==> config.mk <==
export PLATFORM = sky130hd
export DESIGN_NAME = ais_input_select
export DESIGN_NICKNAME = d
export VERILOG_FILES = /design/src/logic/ais_pkg.sv /design/src/logic/ais_sel_if.sv /design/src/logic/ais_input_select.sv /design/src/logic/ais_mux_sel.sv
export VERILOG_INCLUDE_DIRS = /design/src /design/src/logic
export SDC_FILE = /design/constraint.sdc
export NUM_CORES = 1
export LEC_CHECK = 0
export BUFFER_PORTS_ARGS = -buffer_cell sky130_fd_sc_hd__buf_2
export CORE_AREA = 8 8 150 117
export DETAILED_ROUTE_END_ITERATION = 6
export DIE_AREA = 0 0 158 125
export PLACE_DENSITY = 0.72
export SYNTH_ARGS = -nofsm -noshare
export SYNTH_HDL_FRONTEND = slang
export SYNTH_SLANG_ARGS = --single-unit
==> constraint.sdc <==
create_clock -name clk_sys_i -period 10.3 [get_ports clk_sys_i]
set_input_delay 3.09 -clock clk_sys_i [delete_from_list [all_inputs] [get_ports clk_sys_i]]
set_output_delay 3.09 -clock clk_sys_i [all_outputs]
set_load 0.03 [all_outputs]
==> src/logic/ais_regs.svh <==
`ifndef AIS_REGS_SVH
`define AIS_REGS_SVH

// Register byte offsets
`define AIS_CHS_OFF 12'h000
`define AIS_PCFGL_OFF 12'h004
`define AIS_PCFGH_OFF 12'h008
`define AIS_SCAN_CHANNEL_INCLUDE_OFF 12'h00C

// Reset values
`define AIS_CHS_RST 16'h0000
`define AIS_PCFGL_RST 16'h0000
`define AIS_PCFGH_RST 2'h0
`define AIS_SCAN_CHANNEL_INCLUDE_RST 16'h0000

// Implemented bits of the channel select register
`define AIS_CHS_MASK 16'h9F9F

// Channel select fields
`define AIS_NEG_B_BIT 15
`define AIS_POS_B_MSB 12
`define AIS_POS_B_LSB 8
`define AIS_NEG_A_BIT 7
`define AIS_POS_A_MSB 4
`define AIS_POS_A_LSB 0

// High pin configuration fields
`define AIS_BG_DIS_BIT 1
`define AIS_HBG_DIS_BIT 0

// Extended positive codes for internal sources
`define AIS_CODE_BG 5'h10
`define AIS_CODE_HBG 5'h11

`endif

==> src/logic/ais_pkg.sv <==
`default_nettype none
package ais_pkg;
  typedef enum logic {AIS_SET_A, AIS_SET_B} ais_setting_e;
  typedef logic [4:0] ais_code_t;
  typedef logic [15:0] ais_word_t;
endpackage : ais_pkg
`default_nettype wire

==> src/logic/ais_sel_if.sv <==
`timescale 1ns/1ps
`default_nettype none
interface ais_sel_if;
  logic [4:0] pos_code;
  logic [15:0] pin_digital;
  logic bg_dis;
  logic hbg_dis;
  logic [15:0] pin_sel;
  logic [15:0] pin_gnd;
  logic bg_sel;
  logic hbg_sel;
  logic invalid;
  modport dec (input pos_code, pin_digital, bg_dis, hbg_dis,
               output pin_sel, pin_gnd, bg_sel, hbg_sel, invalid);
  modport ctl (output pos_code, pin_digital, bg_dis, hbg_dis,
               input pin_sel, pin_gnd, bg_sel, hbg_sel, invalid);
endinterface : ais_sel_if
`default_nettype wire

==> src/logic/ais_input_select.sv <==
// How it works
// - Setting B negative input is analog input 1 when its bit is 1, else lower reference.
// - Setting B positive codes 0..15 pick external inputs 0..15 in order.
// - Setting A negative input is analog input 1 when set, lower reference when clear.
// - Setting A positive codes map to inputs exactly as setting B codes.
// - Unused bit pairs in channel select ignore writes and read zero.
// - The positive field top bit extends selection to internal references.
// - Analog-disable bit 1 makes the pin digital and grounds its mux input.
// - Analog-disable bit 0 keeps the pin analog and samples its voltage.
// - High config bit 1 at 0 enables the band-gap channel, at 1 disables it.
// - High config bit 0 at 0 enables the half band-gap channel, at 1 disables it.
// - With alternation on, settings A and B alternate from A; otherwise always A.
// - Scan-select bits include channels in setting A scanning; zero bits exclude them.
// - Only setting A scans; setting B keeps its fixed selections.
`timescale 1ns/1ps
`default_nettype none
`include "ais_regs.svh"
module ais_input_select
(
  input wire logic clk_sys_i,
  input wire logic rstn_i,
  input wire logic psel_i,
  input wire logic penable_i,
  input wire logic pwrite_i,
  input wire logic [11:0] paddr_i,
  input wire logic [31:0] pwdata_i,
  output logic [31:0] prdata_o,
  output logic pready_o,
  output logic pslverr_o,
  input wire logic alternate_settings_enable_i,
  input wire logic scan_enable_i,
  input wire logic conv_next_i,
  output ais_pkg::ais_code_t pos_code_o,
  output ais_pkg::ais_word_t pos_pin_sel_o,
  output ais_pkg::ais_word_t pos_pin_gnd_o,
  output logic bandgap_sel_o,
  output logic half_bandgap_sel_o,
  output logic neg_analog_input_1_o,
  output logic setting_b_active_o,
  output logic pos_code_invalid_o,
  output ais_pkg::ais_word_t pin_digital_o,
  output logic bandgap_enable_o,
  output logic half_bandgap_enable_o
);
  import ais_pkg::*;

  ais_word_t chs_r;
  ais_word_t pin_analog_disable_r;
  logic [1:0] pcfgh_r;
  ais_word_t scan_channel_include_r;
  ais_setting_e setting_r;
  logic [3:0] scan_ptr_r;
  logic [3:0] scan_ptr_nxt;
  logic [3:0] scan_first;
  ais_code_t code_nxt;
  logic neg_nxt;
  logic setup;
  logic access;
  logic wr_en;
  logic hit;
  logic [31:0] rd_nxt;
  ais_sel_if sel_if ();

  assign setup = psel_i && !penable_i;
  assign access = psel_i && penable_i && pready_o;
  assign wr_en = access && pwrite_i && !pslverr_o;

  // Next included channel after a start point, cyclic
  function automatic logic [3:0] next_incl(input logic [3:0] from, input logic [15:0] mask);
    logic [3:0] idx;
    logic found;
    idx = from;
    found = 1'b0;
    for (int i = 1; i <= 16; i++)
    begin
      if (!found && mask[4'(from + 4'(i))])
      begin
        idx = 4'(from + 4'(i));
        found = 1'b1;
      end
    end
    return idx;
  endfunction : next_incl

  // Address decode and read data for the setup cycle
  always_comb
  begin
    hit = 1'b1;
    rd_nxt = 32'h0000_0000;
    case (paddr_i)
      `AIS_CHS_OFF: rd_nxt = {16'h0000, chs_r & `AIS_CHS_MASK};
      `AIS_PCFGL_OFF: rd_nxt = {16'h0000, pin_analog_disable_r};
      `AIS_PCFGH_OFF: rd_nxt = {30'h0000_0000, pcfgh_r};
      `AIS_SCAN_CHANNEL_INCLUDE_OFF: rd_nxt = {16'h0000, scan_channel_include_r};
      default: hit = 1'b0;
    endcase
  end

  // Zero-wait APB answer: ready in the first access cycle
  always_ff @(posedge clk_sys_i)
  begin
    if (!rstn_i)
    begin
      pready_o <= 1'b0;
      pslverr_o <= 1'b0;
      prdata_o <= 32'h0000_0000;
    end
    else
    begin
      pready_o <= setup;
      if (setup)
      begin
        pslverr_o <= !hit;
        prdata_o <= pwrite_i ? 32'h0000_0000 : rd_nxt;
      end
      else if (access)
      begin
        pslverr_o <= 1'b0;
        prdata_o <= 32'h0000_0000;
      end
    end
  end

  // Channel select register
  always_ff @(posedge clk_sys_i)
  begin
    if (!rstn_i)
    begin
      chs_r <= `AIS_CHS_RST;
    end
    else if (wr_en && paddr_i == `AIS_CHS_OFF)
    begin
      chs_r <= pwdata_i[15:0] & `AIS_CHS_MASK;
    end
  end

  // Pin configuration registers
  always_ff @(posedge clk_sys_i)
  begin
    if (!rstn_i)
    begin
      pin_analog_disable_r <= `AIS_PCFGL_RST;
      pcfgh_r <= `AIS_PCFGH_RST;
    end
    else if (wr_en && paddr_i == `AIS_PCFGL_OFF)
    begin
      pin_analog_disable_r <= pwdata_i[15:0];
    end
    else if (wr_en && paddr_i == `AIS_PCFGH_OFF)
    begin
      pcfgh_r <= pwdata_i[1:0];
    end
  end

  // Scan select register
  always_ff @(posedge clk_sys_i)
  begin
    if (!rstn_i)
    begin
      scan_channel_include_r <= `AIS_SCAN_CHANNEL_INCLUDE_RST;
    end
    else if (wr_en && paddr_i == `AIS_SCAN_CHANNEL_INCLUDE_OFF)
    begin
      scan_channel_include_r <= pwdata_i[15:0];
    end
  end

  // Setting in use, alternating from A
  always_ff @(posedge clk_sys_i)
  begin
    if (!rstn_i)
    begin
      setting_r <= AIS_SET_A;
    end
    else if (!alternate_settings_enable_i)
    begin
      setting_r <= AIS_SET_A;
    end
    else if (conv_next_i)
    begin
      case (setting_r)
        AIS_SET_A: setting_r <= AIS_SET_B;
        AIS_SET_B: setting_r <= AIS_SET_A;
        default: setting_r <= AIS_SET_A;
      endcase
    end
  end

  // Scan pointer walks only included channels, only on setting A
  assign scan_first = next_incl(4'hF, scan_channel_include_r);
  always_comb
  begin
    scan_ptr_nxt = scan_ptr_r;
    if (!scan_enable_i)
    begin
      scan_ptr_nxt = scan_first;
    end
    else if (!scan_channel_include_r[scan_ptr_r])
    begin
      scan_ptr_nxt = next_incl(scan_ptr_r, scan_channel_include_r);
    end
    else if (conv_next_i && setting_r == AIS_SET_A)
    begin
      scan_ptr_nxt = next_incl(scan_ptr_r, scan_channel_include_r);
    end
  end

  always_ff @(posedge clk_sys_i)
  begin
    if (!rstn_i)
    begin
      scan_ptr_r <= 4'h0;
    end
    else
    begin
      scan_ptr_r <= scan_ptr_nxt;
    end
  end

  // Positive and negative choice for the active setting
  always_comb
  begin
    if (setting_r == AIS_SET_B)
    begin
      code_nxt = chs_r[`AIS_POS_B_MSB:`AIS_POS_B_LSB];
      neg_nxt = chs_r[`AIS_NEG_B_BIT];
    end
    else
    begin
      neg_nxt = chs_r[`AIS_NEG_A_BIT];
      if (scan_enable_i && scan_channel_include_r != 16'h0000)
      begin
        code_nxt = {1'b0, scan_ptr_r};
      end
      else
      begin
        code_nxt = chs_r[`AIS_POS_A_MSB:`AIS_POS_A_LSB];
      end
    end
  end

  assign sel_if.pos_code = code_nxt;
  assign sel_if.pin_digital = pin_analog_disable_r;
  assign sel_if.bg_dis = pcfgh_r[`AIS_BG_DIS_BIT];
  assign sel_if.hbg_dis = pcfgh_r[`AIS_HBG_DIS_BIT];

  ais_mux_sel u_mux_sel
  (
    .sel(sel_if.dec)
  );

  // Registered multiplexer controls
  always_ff @(posedge clk_sys_i)
  begin
    if (!rstn_i)
    begin
      pos_code_o <= 5'h00;
      pos_pin_sel_o <= 16'h0000;
      pos_pin_gnd_o <= 16'h0000;
      bandgap_sel_o <= 1'b0;
      half_bandgap_sel_o <= 1'b0;
      neg_analog_input_1_o <= 1'b0;
      setting_b_active_o <= 1'b0;
      pos_code_invalid_o <= 1'b0;
    end
    else
    begin
      pos_code_o <= code_nxt;
      pos_pin_sel_o <= sel_if.pin_sel;
      pos_pin_gnd_o <= sel_if.pin_gnd;
      bandgap_sel_o <= sel_if.bg_sel;
      half_bandgap_sel_o <= sel_if.hbg_sel;
      neg_analog_input_1_o <= neg_nxt;
      setting_b_active_o <= (setting_r == AIS_SET_B);
      pos_code_invalid_o <= sel_if.invalid;
    end
  end

  // Registered pin mode and reference enables
  always_ff @(posedge clk_sys_i)
  begin
    if (!rstn_i)
    begin
      pin_digital_o <= 16'h0000;
      bandgap_enable_o <= 1'b0;
      half_bandgap_enable_o <= 1'b0;
    end
    else
    begin
      pin_digital_o <= pin_analog_disable_r;
      bandgap_enable_o <= !pcfgh_r[`AIS_BG_DIS_BIT];
      half_bandgap_enable_o <= !pcfgh_r[`AIS_HBG_DIS_BIT];
    end
  end
endmodule : ais_input_select
`default_nettype wire

==> src/logic/ais_mux_sel.sv <==
`timescale 1ns/1ps
`default_nettype none
`include "ais_regs.svh"
module ais_mux_sel
(
  ais_sel_if.dec sel
);
  import ais_pkg::*;

  logic [15:0] onehot;
  logic is_ext;

  // Codes 0..15 pick external inputs in order; shared by both settings
  always_comb
  begin
    is_ext = (sel.pos_code[4] == 1'b0);
    onehot = 16'h0000;
    if (is_ext)
    begin
      onehot[sel.pos_code[3:0]] = 1'b1;
    end
  end

  // Digital pins feed analog ground, analog pins are sampled
  assign sel.pin_sel = onehot & ~sel.pin_digital;
  assign sel.pin_gnd = onehot & sel.pin_digital;

  // Extended codes reach the internal references when enabled
  assign sel.bg_sel = (sel.pos_code == `AIS_CODE_BG) && !sel.bg_dis;
  assign sel.hbg_sel = (sel.pos_code == `AIS_CODE_HBG) && !sel.hbg_dis;
  assign sel.invalid = !is_ext && (sel.pos_code != `AIS_CODE_BG)
                       && (sel.pos_code != `AIS_CODE_HBG);
endmodule : ais_mux_sel
`default_nettype wire

==> summary.md, run 1 <==
| Metric | Value |
|---|---|
| Largest net degree at the start of global routing | 71 |
| Seq/Total Area, Yosys | 34.97% |
| Syn Inst Count | 811 |
| Synth area leaders | dfxtp_1 35%, mux2i_1 11%, mux4_2 7.6% |
| Share of layout cells above drive strength 1 | 23.90% |
| Via count | 6626 |
| R2R Path Start | scan_ptr_r[0] |
| Switching share of power | 26.34% |
| Final #Nets | 955 |
| CTS resizes | 0 |
| HP Class | register to register |
| Top cells by count, synth | 132 x nor2_1, 129 x dfxtp_1, 84 x mux2i_1 |
| Die Span Y | 125 um |
| Pwr Total | 1.225 mW |
| DPL Wire Length | 16080 um |
| Maximum vdd drop | 0.1231 mV |
| Drt wl/cell | 19.74 um |
| CTS tree | done |
| YS warnings | 0 |
| Max Cap Viol | 0 |
| Number of DRC markers in iteration 0 | 650 |
| GRT Residual Overflow | 0 |
| CTS sink count | 129 |
| Crit end category | register |
| CTS Buf Count | 17 |
| Worst hold start | pcfgh_r[1] |
| Vias per inst | 5.916 |
| Worst Setup SP | paddr_i[7] |
| #FFs+latches synth | 129 |
| Top-count cell post-synth | nor2_1 |
| Worst-Skew Late Latency | 0.41 ns |
| Tcrit/Tclk final | 49.87% |
| Io pins | 146 |
| Final ANT Viol Nets | 0 |
| Final min period | 5.136 ns |
| Starting density of the core | 47.91% |
| Skew final | 0.006726 ns |
| Slew margin rel. | 25.83% |
| CTS clk-pin slew, worst paths | 0.05 ns |
| Clock share of power | 45.6% |
| Final setup vio count | 0 |
| Cell Count, Final, Fillers Out | 1120 |
| WP data required | 10.57 ns |
| Final Hold Vio Count | 0 |
| H-tree depth | 4 |
| Setup TNS | 0 ns |
| Unique masters post-synth | 71 |
| Worst Tran Pin Value | 1.109 ns |
| Crit start category | primary input |
| Hold_buf cts | 0 |
| Main synth FF type | dfxtp_1 |
| Max Fclk | 194.7 MHz |
| Critical path type | primary input to register |
| Global-route wire length before repair | 35370 um |
| Total Wirelength | 22110 um |
| Cell Area, Synth | 0.007386 mm^2 |
| Number of synthesized flops with an enable pin | 0 |
| Total Routing Usage GR | 22.41% |
| PD cells | 143.8 mW/mm^2 |
| Placed insts | 1086 |
| Drt drc | 0 |
| Routability cong. | 0.9317 |
| RSZ-0062 raised after global routing | false |
| Asr flop ratio synth | 0% |
| Area of the multi-input gates | 0.004429 mm^2 |
| Row count | 40 |
| Crit path DAT | 5.40 ns |
| Die Area | 0.01975 mm^2 |
| Port Buffers | 113 |
| Combinational power share | 13.2% |
| Initial antenna violation count | 4 |
| Syn avg cell area | 9.107 um^2 |
| Register area | 0.002582 mm^2 |
| Critical path peak fanout | 16 |
| Clock root cell | clkbuf_16 |
| Lkg Pwr | 3.710 nW |
| P_int | 0.9024 mW |
| Placeable Area | 0.01541 mm^2 |
| CTS max path bufs | 2 |
| Register share of total power | 41.2% |
| Die Wd | 158 um |
| Status | finished, final reports clean |
| DRT Pass-1 Iters | 5 |
| Fillers | 1370 |
| Postcts setup bufs | 0 |
| Fin. max-slew vios | 0 |
| Vias in the first global route | 6365 |
| Area growth syn-to-layout | 15.33% |
| Switch Pwr | 0.3226 mW |
| Biggest area consumer among synthesized cells | dfxtp_1 |
| Share of the synthesized area in the top cell type | 34.97% |
## flip-flops by register name, indices dropped and copies added, names as in the netlist
register	cells
pin_analog_disable_r	16
pos_pin_sel_o	16
pos_pin_gnd_o	16
prdata_o	16
setting_b_active_o	1
pcfgh_r	2
setting_r	1
scan_ptr_r	4
pos_code_o	5
neg_analog_input_1_o	1
pos_code_invalid_o	1
bandgap_sel_o	1
chs_r	12
pin_digital_o	16
half_bandgap_sel_o	1
scan_channel_include_r	16
pready_o	1
pslverr_o	1
bandgap_enable_o	1
half_bandgap_enable_o	1
## path summary, 6_finish.rpt
check                          endpoint  slack (ns)  depth (start not counted)
max          scan_channel_include_r[10]        5.16                          7
min                    bandgap_enable_o        0.47                          1
max reg2reg               scan_ptr_r[3]        5.39                         12
min reg2reg            bandgap_enable_o        0.47                          1
## cells in the final DEF (no fill, tap or decap), types with 17 or more instances in the layout
master	count
mux2i_1	84
and2_1	21
and3_1	23
clkbuf_16	17
buf_2	113
dfxtp_1	129
mux2_2	24
nor2_1	132
nand2_1	47
a21oi_1	37
mux4_2	25
## metrics by stage
stage | utilization (%) | worst slack (ns) | cell area, um^2 | hold slack, ns
2_1_floorplan | - | 4.836 | 7442 | 0.4224
3_3_place_gp | 51.65 | 4.951 | 7961 | 0.4472
3_5_place_dp | 51.65 | 4.866 | 7961 | 0.4503
4_1_cts | 55.23 | 5.217 | 8513 | 0.4661
5_1_grt | 55.24 | 4.925 | 8516 | 0.4995
6_report | 55.26 | 5.164 | 8518 | 0.4699
## final cells by class
type / instances / area share (%)
flip-flops and latches: 129 / 30.32
diodes: 2 / 0.05875
well taps: 210 / 3.085
clock buffers: 23 / 5.494
inverters: 16 / 0.7197
multi-input cells: 610 / 52.00
repair buffers: 121 / 7.344
clock inverters: 9 / 0.9841
## power by group through the flow
| stage | clock network [mW] | logic, mW | registers, mW |
|---|---|---|---|
| global placement | 0 | 0.159 | 0.515 |
| CTS | 0.563 | 0.159 | 0.504 |
| finish | 0.558 | 0.162 | 0.504 |
| floorplan | 0 | 0.126 | 0.518 |
| global route | 0.591 | 0.174 | 0.504 |
| detailed placement | 0 | 0.159 | 0.515 |
## worst max-delay path: stages
cell	delay [ns]
buf_2	0.09
nor4_1	0.27
nand3_1	0.18
nor3_1	0.37
nand3_1	0.85
mux2i_1	0.48
nor2_1	0.06
## logic make-up after synthesis
kind of cell             share of synthesized area (%)
AND/OR/NAND/NOR                                  20.11
AO/OA/AOI/OAI                                    11.71
buffers and inverters                            5.963
adder cells (fa/ha/maj)                          1.355
XOR/XNOR                                         1.762
multiplexers                                     24.09
other                                          0.05077
flip-flops                                       34.97
## metal layers
layer | GRT usage [%] | vias to the layer above | share of wire [%]
li1 | - | 3069 | -
met1 | 33.23 | 3153 | 45
met2 | 30.20 | 374 | 40
met3 | 7.780 | 24 | 14
met4 | 5.147 | 6 | 0.86
met5 | 0 | - | 0.17
Note: power is estimated with default switching activity, not from simulation.
==> run 2, diff against run 1 <==
Clock period 10.3 ns to 4.8 ns, I/O delays scaled along.
==> run 2 against run 1 <==
Non-clock buffer count increased by 6. Setup slack got worse by 4.7 ns. Clock power increased by 150%. Via count decreased by 0.45%. Largest cell class unchanged.
==> summary.md, run 2 (synthesis gave the netlist of run 1 again) <==
| Metric | Value |
|---|---|
| PD cells | 325.7 mW/mm^2 (+130%) |
| Die Wd | 158 um (unchanged) |
| Crit end category | register |
| Die Area | 0.01975 mm^2 (unchanged) |
| H-tree depth | 4 (unchanged) |
| Setup TNS | 0 ns (unchanged) |
| Reg2reg end | scan_ptr_r[2] |
| GRT Residual Overflow | 0 (unchanged) |
| Tcrit/Tclk final | 90.29% |
| CP Capture Point | scan_ptr_r[2] |
| Critical path peak fanout | 18 (+2) |
| Routability cong. | 1.014 (+8.8%) |
| Final Hold Vio Count | 0 (unchanged) |
| Clock root cell | clkbuf_16 |
| Via count | 6596 (-0.45%) |
| Crit start category | register |
| Total Wirelength | 22050 um (-0.23%) |
| Final min period | 4.334 ns |
| Layout Utilization | 56.05% (+0.79 points) |
| Vias per inst | 5.874 (-0.72%) |
| Drt wl/cell | 19.64 um (-0.50%) |
| Max Fclk | 230.7 MHz |
| Critical path type | register to register |
| Commonest non-fill, non-tap cells in the layout | 132 x nor2_1, 129 x dfxtp_1, 113 x buf_2 |
| HP Class | register to register |
| Worst Setup SP | scan_ptr_r[1] |
| Slowest-stage cell, CP | ha_1 |
| Critical-path cell list | inv_1 > ha_1 > mux4_1 > mux2_2 > mux2i_1 > nand2b_1 > or3_1 > or3_4 > nand4_1 > a21oi_1 > a211oi_1 |
| Total Routing Usage GR | 22.00% (-0.41 points) |
| Number of DRC markers in iteration 0 | 684 (+5.2%) |
| Die Span Y | 125 um (unchanged) |
| Crit-path max cell delay | 0.79 ns (-0.06 ns) |
| Lkg Pwr | 3.780 nW (+1.9%) |
| Area growth syn-to-layout | 16.97% |
| Worst Tran Pin Value | 1.096 ns (-0.01392 ns) |
| Vias in the first global route | 6197 (-2.6%) |
| Worst-Skew Late Latency | 0.40 ns (about the same) |
| Commonest non-fill, non-tap cell in the layout | nor2_1 |
| Fin. max-slew vios | 0 (unchanged) |
| Initial antenna violation count | 5 (+1) |
| Share of layout cells above drive strength 1 | 24.56% (+0.66 points) |
| WP data required | 5.09 ns (-5.48 ns) |
| Drt drc | 0 (unchanged) |
| CTS max path bufs | 2 (unchanged) |
| DRT Pass-1 Iters | 5 (unchanged) |
| Io pins | 146 (unchanged) |
| Crit path DAT | 4.63 ns (-0.77 ns) |
| CP bufs+invs | 1 (unchanged) |
| Row count | 40 (unchanged) |
| Skew final | 0.01047 ns (+0.003746 ns) |
| Hold_buf cts | 0 (unchanged) |
| CTS clk-pin slew, worst paths | 0.06 ns (about the same) |
| Levels on crit path | 11 (+4) |
| RSZ-0062 raised after global routing | false |
| CTS resizes | 0 (unchanged) |
| Largest net degree at the start of global routing | 46 (-35%) |
| Max Cap Viol | 0 (unchanged) |
| CTS sink count | 129 (unchanged) |
| CTS Buf Count | 17 (unchanged) |
| Slew margin rel. | 26.48% (+0.65 points) |
| Reg2reg path depth | 11 (-1) |
| CTS tree | done |
| Setup slack, reg-to-reg | 0.47 ns (-4.92 ns) |
| Starting density of the core | 47.91% (unchanged) |
| Worst path top cell family by delay | simple AND/OR/NAND/NOR gates |
| R2R Path Start | scan_ptr_r[1] |
| Status | finished, final reports clean |
| DPL Wire Length | 16340 um (+1.6%) |
| Maximum vdd drop | 0.2549 mV (+110%) |
| Final ANT Viol Nets | 0 (unchanged) |
| Final setup vio count | 0 (unchanged) |
| Placeable Area | 0.01541 mm^2 (unchanged) |
| Final #Nets | 961 (+0.63%) |
| Global-route wire length before repair | 34550 um (-2.3%) |
| Postcts setup bufs | 0 (unchanged) |
| Port Buffers | 113 (unchanged) |
==> run 2: changes by cell type in the layout (fill, tap and decap cells not counted), sizes merged <==
cell and delta:
buf +6, clkbuf -4, bufinv +4, diode -1, clkinv -1, clkinvlp -1
==> run 2: per-layer routing <==
layer | vias to the layer above | wire [um] | track usage (%)
met5 | - | 42 | 0
met4 | 8 | 106 | 3.099
met3 | 22 | 2916 | 8.468
met2 | 354 | 8897 | 30.05
met1 | 3133 | 10090 | 32.54
li1 | 3079 | - | -
==> run 2: how the worst min path moves through the flow <==
stage	start	endpoint	cells after the start
5_1_grt	prdata_o[0]	prdata_o[0]	2
3_5_place_dp	prdata_o[0]	prdata_o[0]	2
3_3_place_gp	pcfgh_r[1]	bandgap_enable_o	1
6_report	pcfgh_r[1]	bandgap_enable_o	1
4_1_cts	pcfgh_r[1]	bandgap_enable_o	1
2_1_floorplan	pcfgh_r[1]	bandgap_enable_o	1
==> run 2: through the flow <==
step                      setup slack, ns  total power, mW  hold WS, ns  cells  instance area [um^2]
after floorplan                    0.5275            1.382       0.4224    826                  7442
after global placement             0.6326            1.448       0.4452   1092                  8006
after detailed placement           0.5779            1.453       0.4458   1092                  8006
after CTS                          0.5447            2.817       0.4660   1122                  8637
after global routing               0.2794            2.903       0.4993   1123                  8640
final                              0.4661            2.814       0.4672   1123                  8640
==> run 2: final cells by class <==
type | instances | area (um^2)
flip-flops and latches | 129 | 2582
clock inverters | 11 | 187.7
multi-input cells | 610 | 4429
well taps | 210 | 262.8
inverters | 16 | 61.31
diodes | 1 | 2.502
fillers | 1384 | 6775
clock buffers | 19 | 442.9
repair buffers | 127 | 670.6
==> run 2: where the power goes <==
group | leakage (nW) | total (mW) | internal, mW | switching (mW)
registers | 1.04 | 1.10 | 1.08 | 0.0180
logic | 2.44 | 0.340 | 0.126 | 0.215
clock network | 0.301 | 1.38 | 0.926 | 0.451
==> run 3, diff against run 2 <==
Settings changed: BUFFER_PORTS_ARGS -buffer_cell sky130_fd_sc_hd__buf_2 to default, DONT_BUFFER_PORTS from default to 1, MAX_ROUTING_LAYER from default to met4, PLACE_DENSITY 0.72 to default.
==> run 3 against run 2 <==
Sequential share of layout area increased by 2.1 points. Total power decreased by 1.0%. Clock-buffer cell count decreased by 2. Critical path depth decreased by 1. Setup slack improved by 0.054 ns. Combinational power decreased by 7.6%. Fmax increased by 1.3%. Critical path type unchanged. Largest cell class unchanged. Highest routed layer is now met4.
==> summary.md, run 3 (synthesis gave the netlist of run 1 again) <==
| Metric | Value |
|---|---|
| Postcts setup bufs | 0 (unchanged) |
| Die Wd | 158 um (unchanged) |
| Max Fclk | 233.7 MHz (+1.3%) |
| Crit path DAT | 4.60 ns (-0.03 ns) |
| Total Wirelength | 23200 um (+5.2%) |
| Via count | 6244 (-5.3%) |
| DPL Wire Length | 17300 um (+5.9%) |
| Tcrit/Tclk final | 89.16% (-1.1 points) |
| Number of DRC markers in iteration 0 | 587 (-14%) |
| Worst-Skew Late Latency | 0.43 ns (+0.03 ns) |
| Final min period | 4.280 ns (-0.05411 ns) |
| Max Cap Viol | 0 (unchanged) |
| Die Span Y | 125 um (unchanged) |
| RSZ-0062 raised after global routing | false |
| PD cells | 344.7 mW/mm^2 (+5.9%) |
| Slowest-stage cell, CP | ha_1 |
| Row count | 40 (unchanged) |
| Diode count | 0 (-1) |
| Share of layout cells above drive strength 1 | 14.45% (-10 points) |
| HP Class | register to register |
| Initial antenna violation count | 0 (-5) |
| Area growth syn-to-layout | 9.368% |
| CTS Buf Count | 17 (unchanged) |
| Critical path type | register to register |
| Fin. max-slew vios | 0 (unchanged) |
| Crit start category | register |
| Hold WS | 0.4965 ns (+0.02927 ns) |
| CTS tree | done |
| CTS resizes | 0 (unchanged) |
| DRT Pass-1 Iters | 5 (unchanged) |
| Critical path peak fanout | 18 (unchanged) |
| Commonest non-fill, non-tap cell in the layout | nor2_1 |
| Placeable Area | 0.01541 mm^2 (unchanged) |
| Global-route wire length before repair | 34730 um (+0.54%) |
| Slew margin rel. | 21.87% (-4.6 points) |
| CTS clk-pin slew, worst paths | 0.06 ns (about the same) |
| Commonest non-fill, non-tap cells in the layout | 132 x nor2_1, 129 x dfxtp_1, 84 x mux2i_1 |
| Routability cong. | 0.9575 (-5.5%) |
| Final setup vio count | 0 (unchanged) |
| Final ANT Viol Nets | 0 (unchanged) |
| Lkg Pwr | 3.219 nW (-15%) |
| Maximum vdd drop | 0.2606 mV (+2.3%) |
| Critical-path cell list | inv_1 > ha_1 > mux4_1 > mux4_2 > or2_1 > nor2_1 > a221oi_1 > nor3_1 > o21ai_0 > a211oi_1 |
| Drt drc | 0 (unchanged) |
| Final #Nets | 850 (-12%) |
| Worst hold start | pcfgh_r[0] |
| Vias in the first global route | 5875 (-5.2%) |
| Reg2reg path depth | 10 (-1) |
| Setup slack, reg-to-reg | 0.52 ns (+0.05 ns) |
| GRT Residual Overflow | 0 (unchanged) |
| Starting density of the core | 47.91% (unchanged) |
| CTS max path bufs | 2 (unchanged) |
| Hold Path Sink | half_bandgap_enable_o |
| Pwr Total | 2.785 mW (-1.0%) |
| Reg2reg end | scan_ptr_r[2] |
| Total Routing Usage GR | 23.42% (+1.4 points) |
| Die Area | 0.01975 mm^2 (unchanged) |
| Crit-path max cell delay | 0.80 ns (about the same) |
| Setup TNS | 0 ns (unchanged) |
| R2R Path Start | scan_ptr_r[0] |
| Hold depth | 1 (unchanged) |
| Crit end category | register |
| Clock root cell | clkbuf_16 |
| Worst Tran Pin Value | 1.164 ns (+0.06868 ns) |
| Hold_buf cts | 0 (unchanged) |
| Io pins | 146 (unchanged) |
| H-tree depth | 4 (unchanged) |
| Vias per inst | 6.164 (+4.9%) |
| WP data required | 5.13 ns (+0.04 ns) |
| Port Buffers | 0 (-100%) |
| CTS sink count | 129 (unchanged) |
| Drt wl/cell | 22.90 um (+17%) |
| Status | finished, final reports clean |
| Final Hold Vio Count | 0 (unchanged) |
| Skew final | 0.008488 ns (-0.001984 ns) |
| Largest net degree at the start of global routing | 71 (+54%) |
[run 3: worst max-delay path by stage]
stage,startpoint,end,depth (start not counted)
floorplan,scan_ptr_r[1],scan_ptr_r[1],16
global placement,scan_ptr_r[0],scan_ptr_r[3],10
detailed placement,scan_ptr_r[0],scan_ptr_r[2],10
CTS,scan_ptr_r[0],scan_ptr_r[2],10
global route,scan_ptr_r[0],scan_ptr_r[2],11
finish,scan_ptr_r[0],scan_ptr_r[2],10
[run 3: metal layers]
metal / vias to the layer above / GRT usage [%] / share of wire [%]
met5: - / - / 0
met4: 0 / 4.483 / 0.66
met3: 21 / 9.466 / 13
met2: 327 / 30.88 / 40
met1: 3042 / 32.94 / 46
li1: 2854 / - / -
[run 3: metrics by stage]
step | area (um^2) | setup slack (ns) | std cells | utilization, %
after floorplan | 7442 | 0.5275 | 826 | -
after global placement | 7456 | 0.6979 | 981 | 48.37
after detailed placement | 7456 | 0.6501 | 981 | 48.37
after CTS | 8078 | 0.5863 | 1013 | 52.40
after global routing | 8078 | 0.3434 | 1013 | 52.40
final | 8078 | 0.5202 | 1013 | 52.40
[run 3: power breakdown]
part | leakage, nW | internal [mW] | switching, mW | total (mW)
Sequential | 1.04 | 1.08 | 0.0226 | 1.10
Combinational | 1.88 | 0.117 | 0.197 | 0.314
Clock | 0.301 | 0.834 | 0.537 | 1.37
[run 3: cell type report]
cell class,instances,area [um^2]
Clock buffer,17,425.4
Clock inverter,15,196.4
Fill cell,1417,7337
Inverter,16,61.31
Multi-Input combinational cell,610,4429
Sequential cell,129,2582
Tap cell,210,262.8
Timing Repair Buffer,16,120.1
[run 3: worst max-delay path, delay by kind of cell, from the launching register on]
| kind | cells | cell delay, ns |
|---|---|---|
| fa+ha+maj | 1 | 0.80 |
| flops | 1 | 0.34 |
| compound gates | 3 | 0.58 |
| buf+inv | 1 | 0.12 |
| mux | 2 | 1.17 |
| simple gates | 3 | 1.17 |
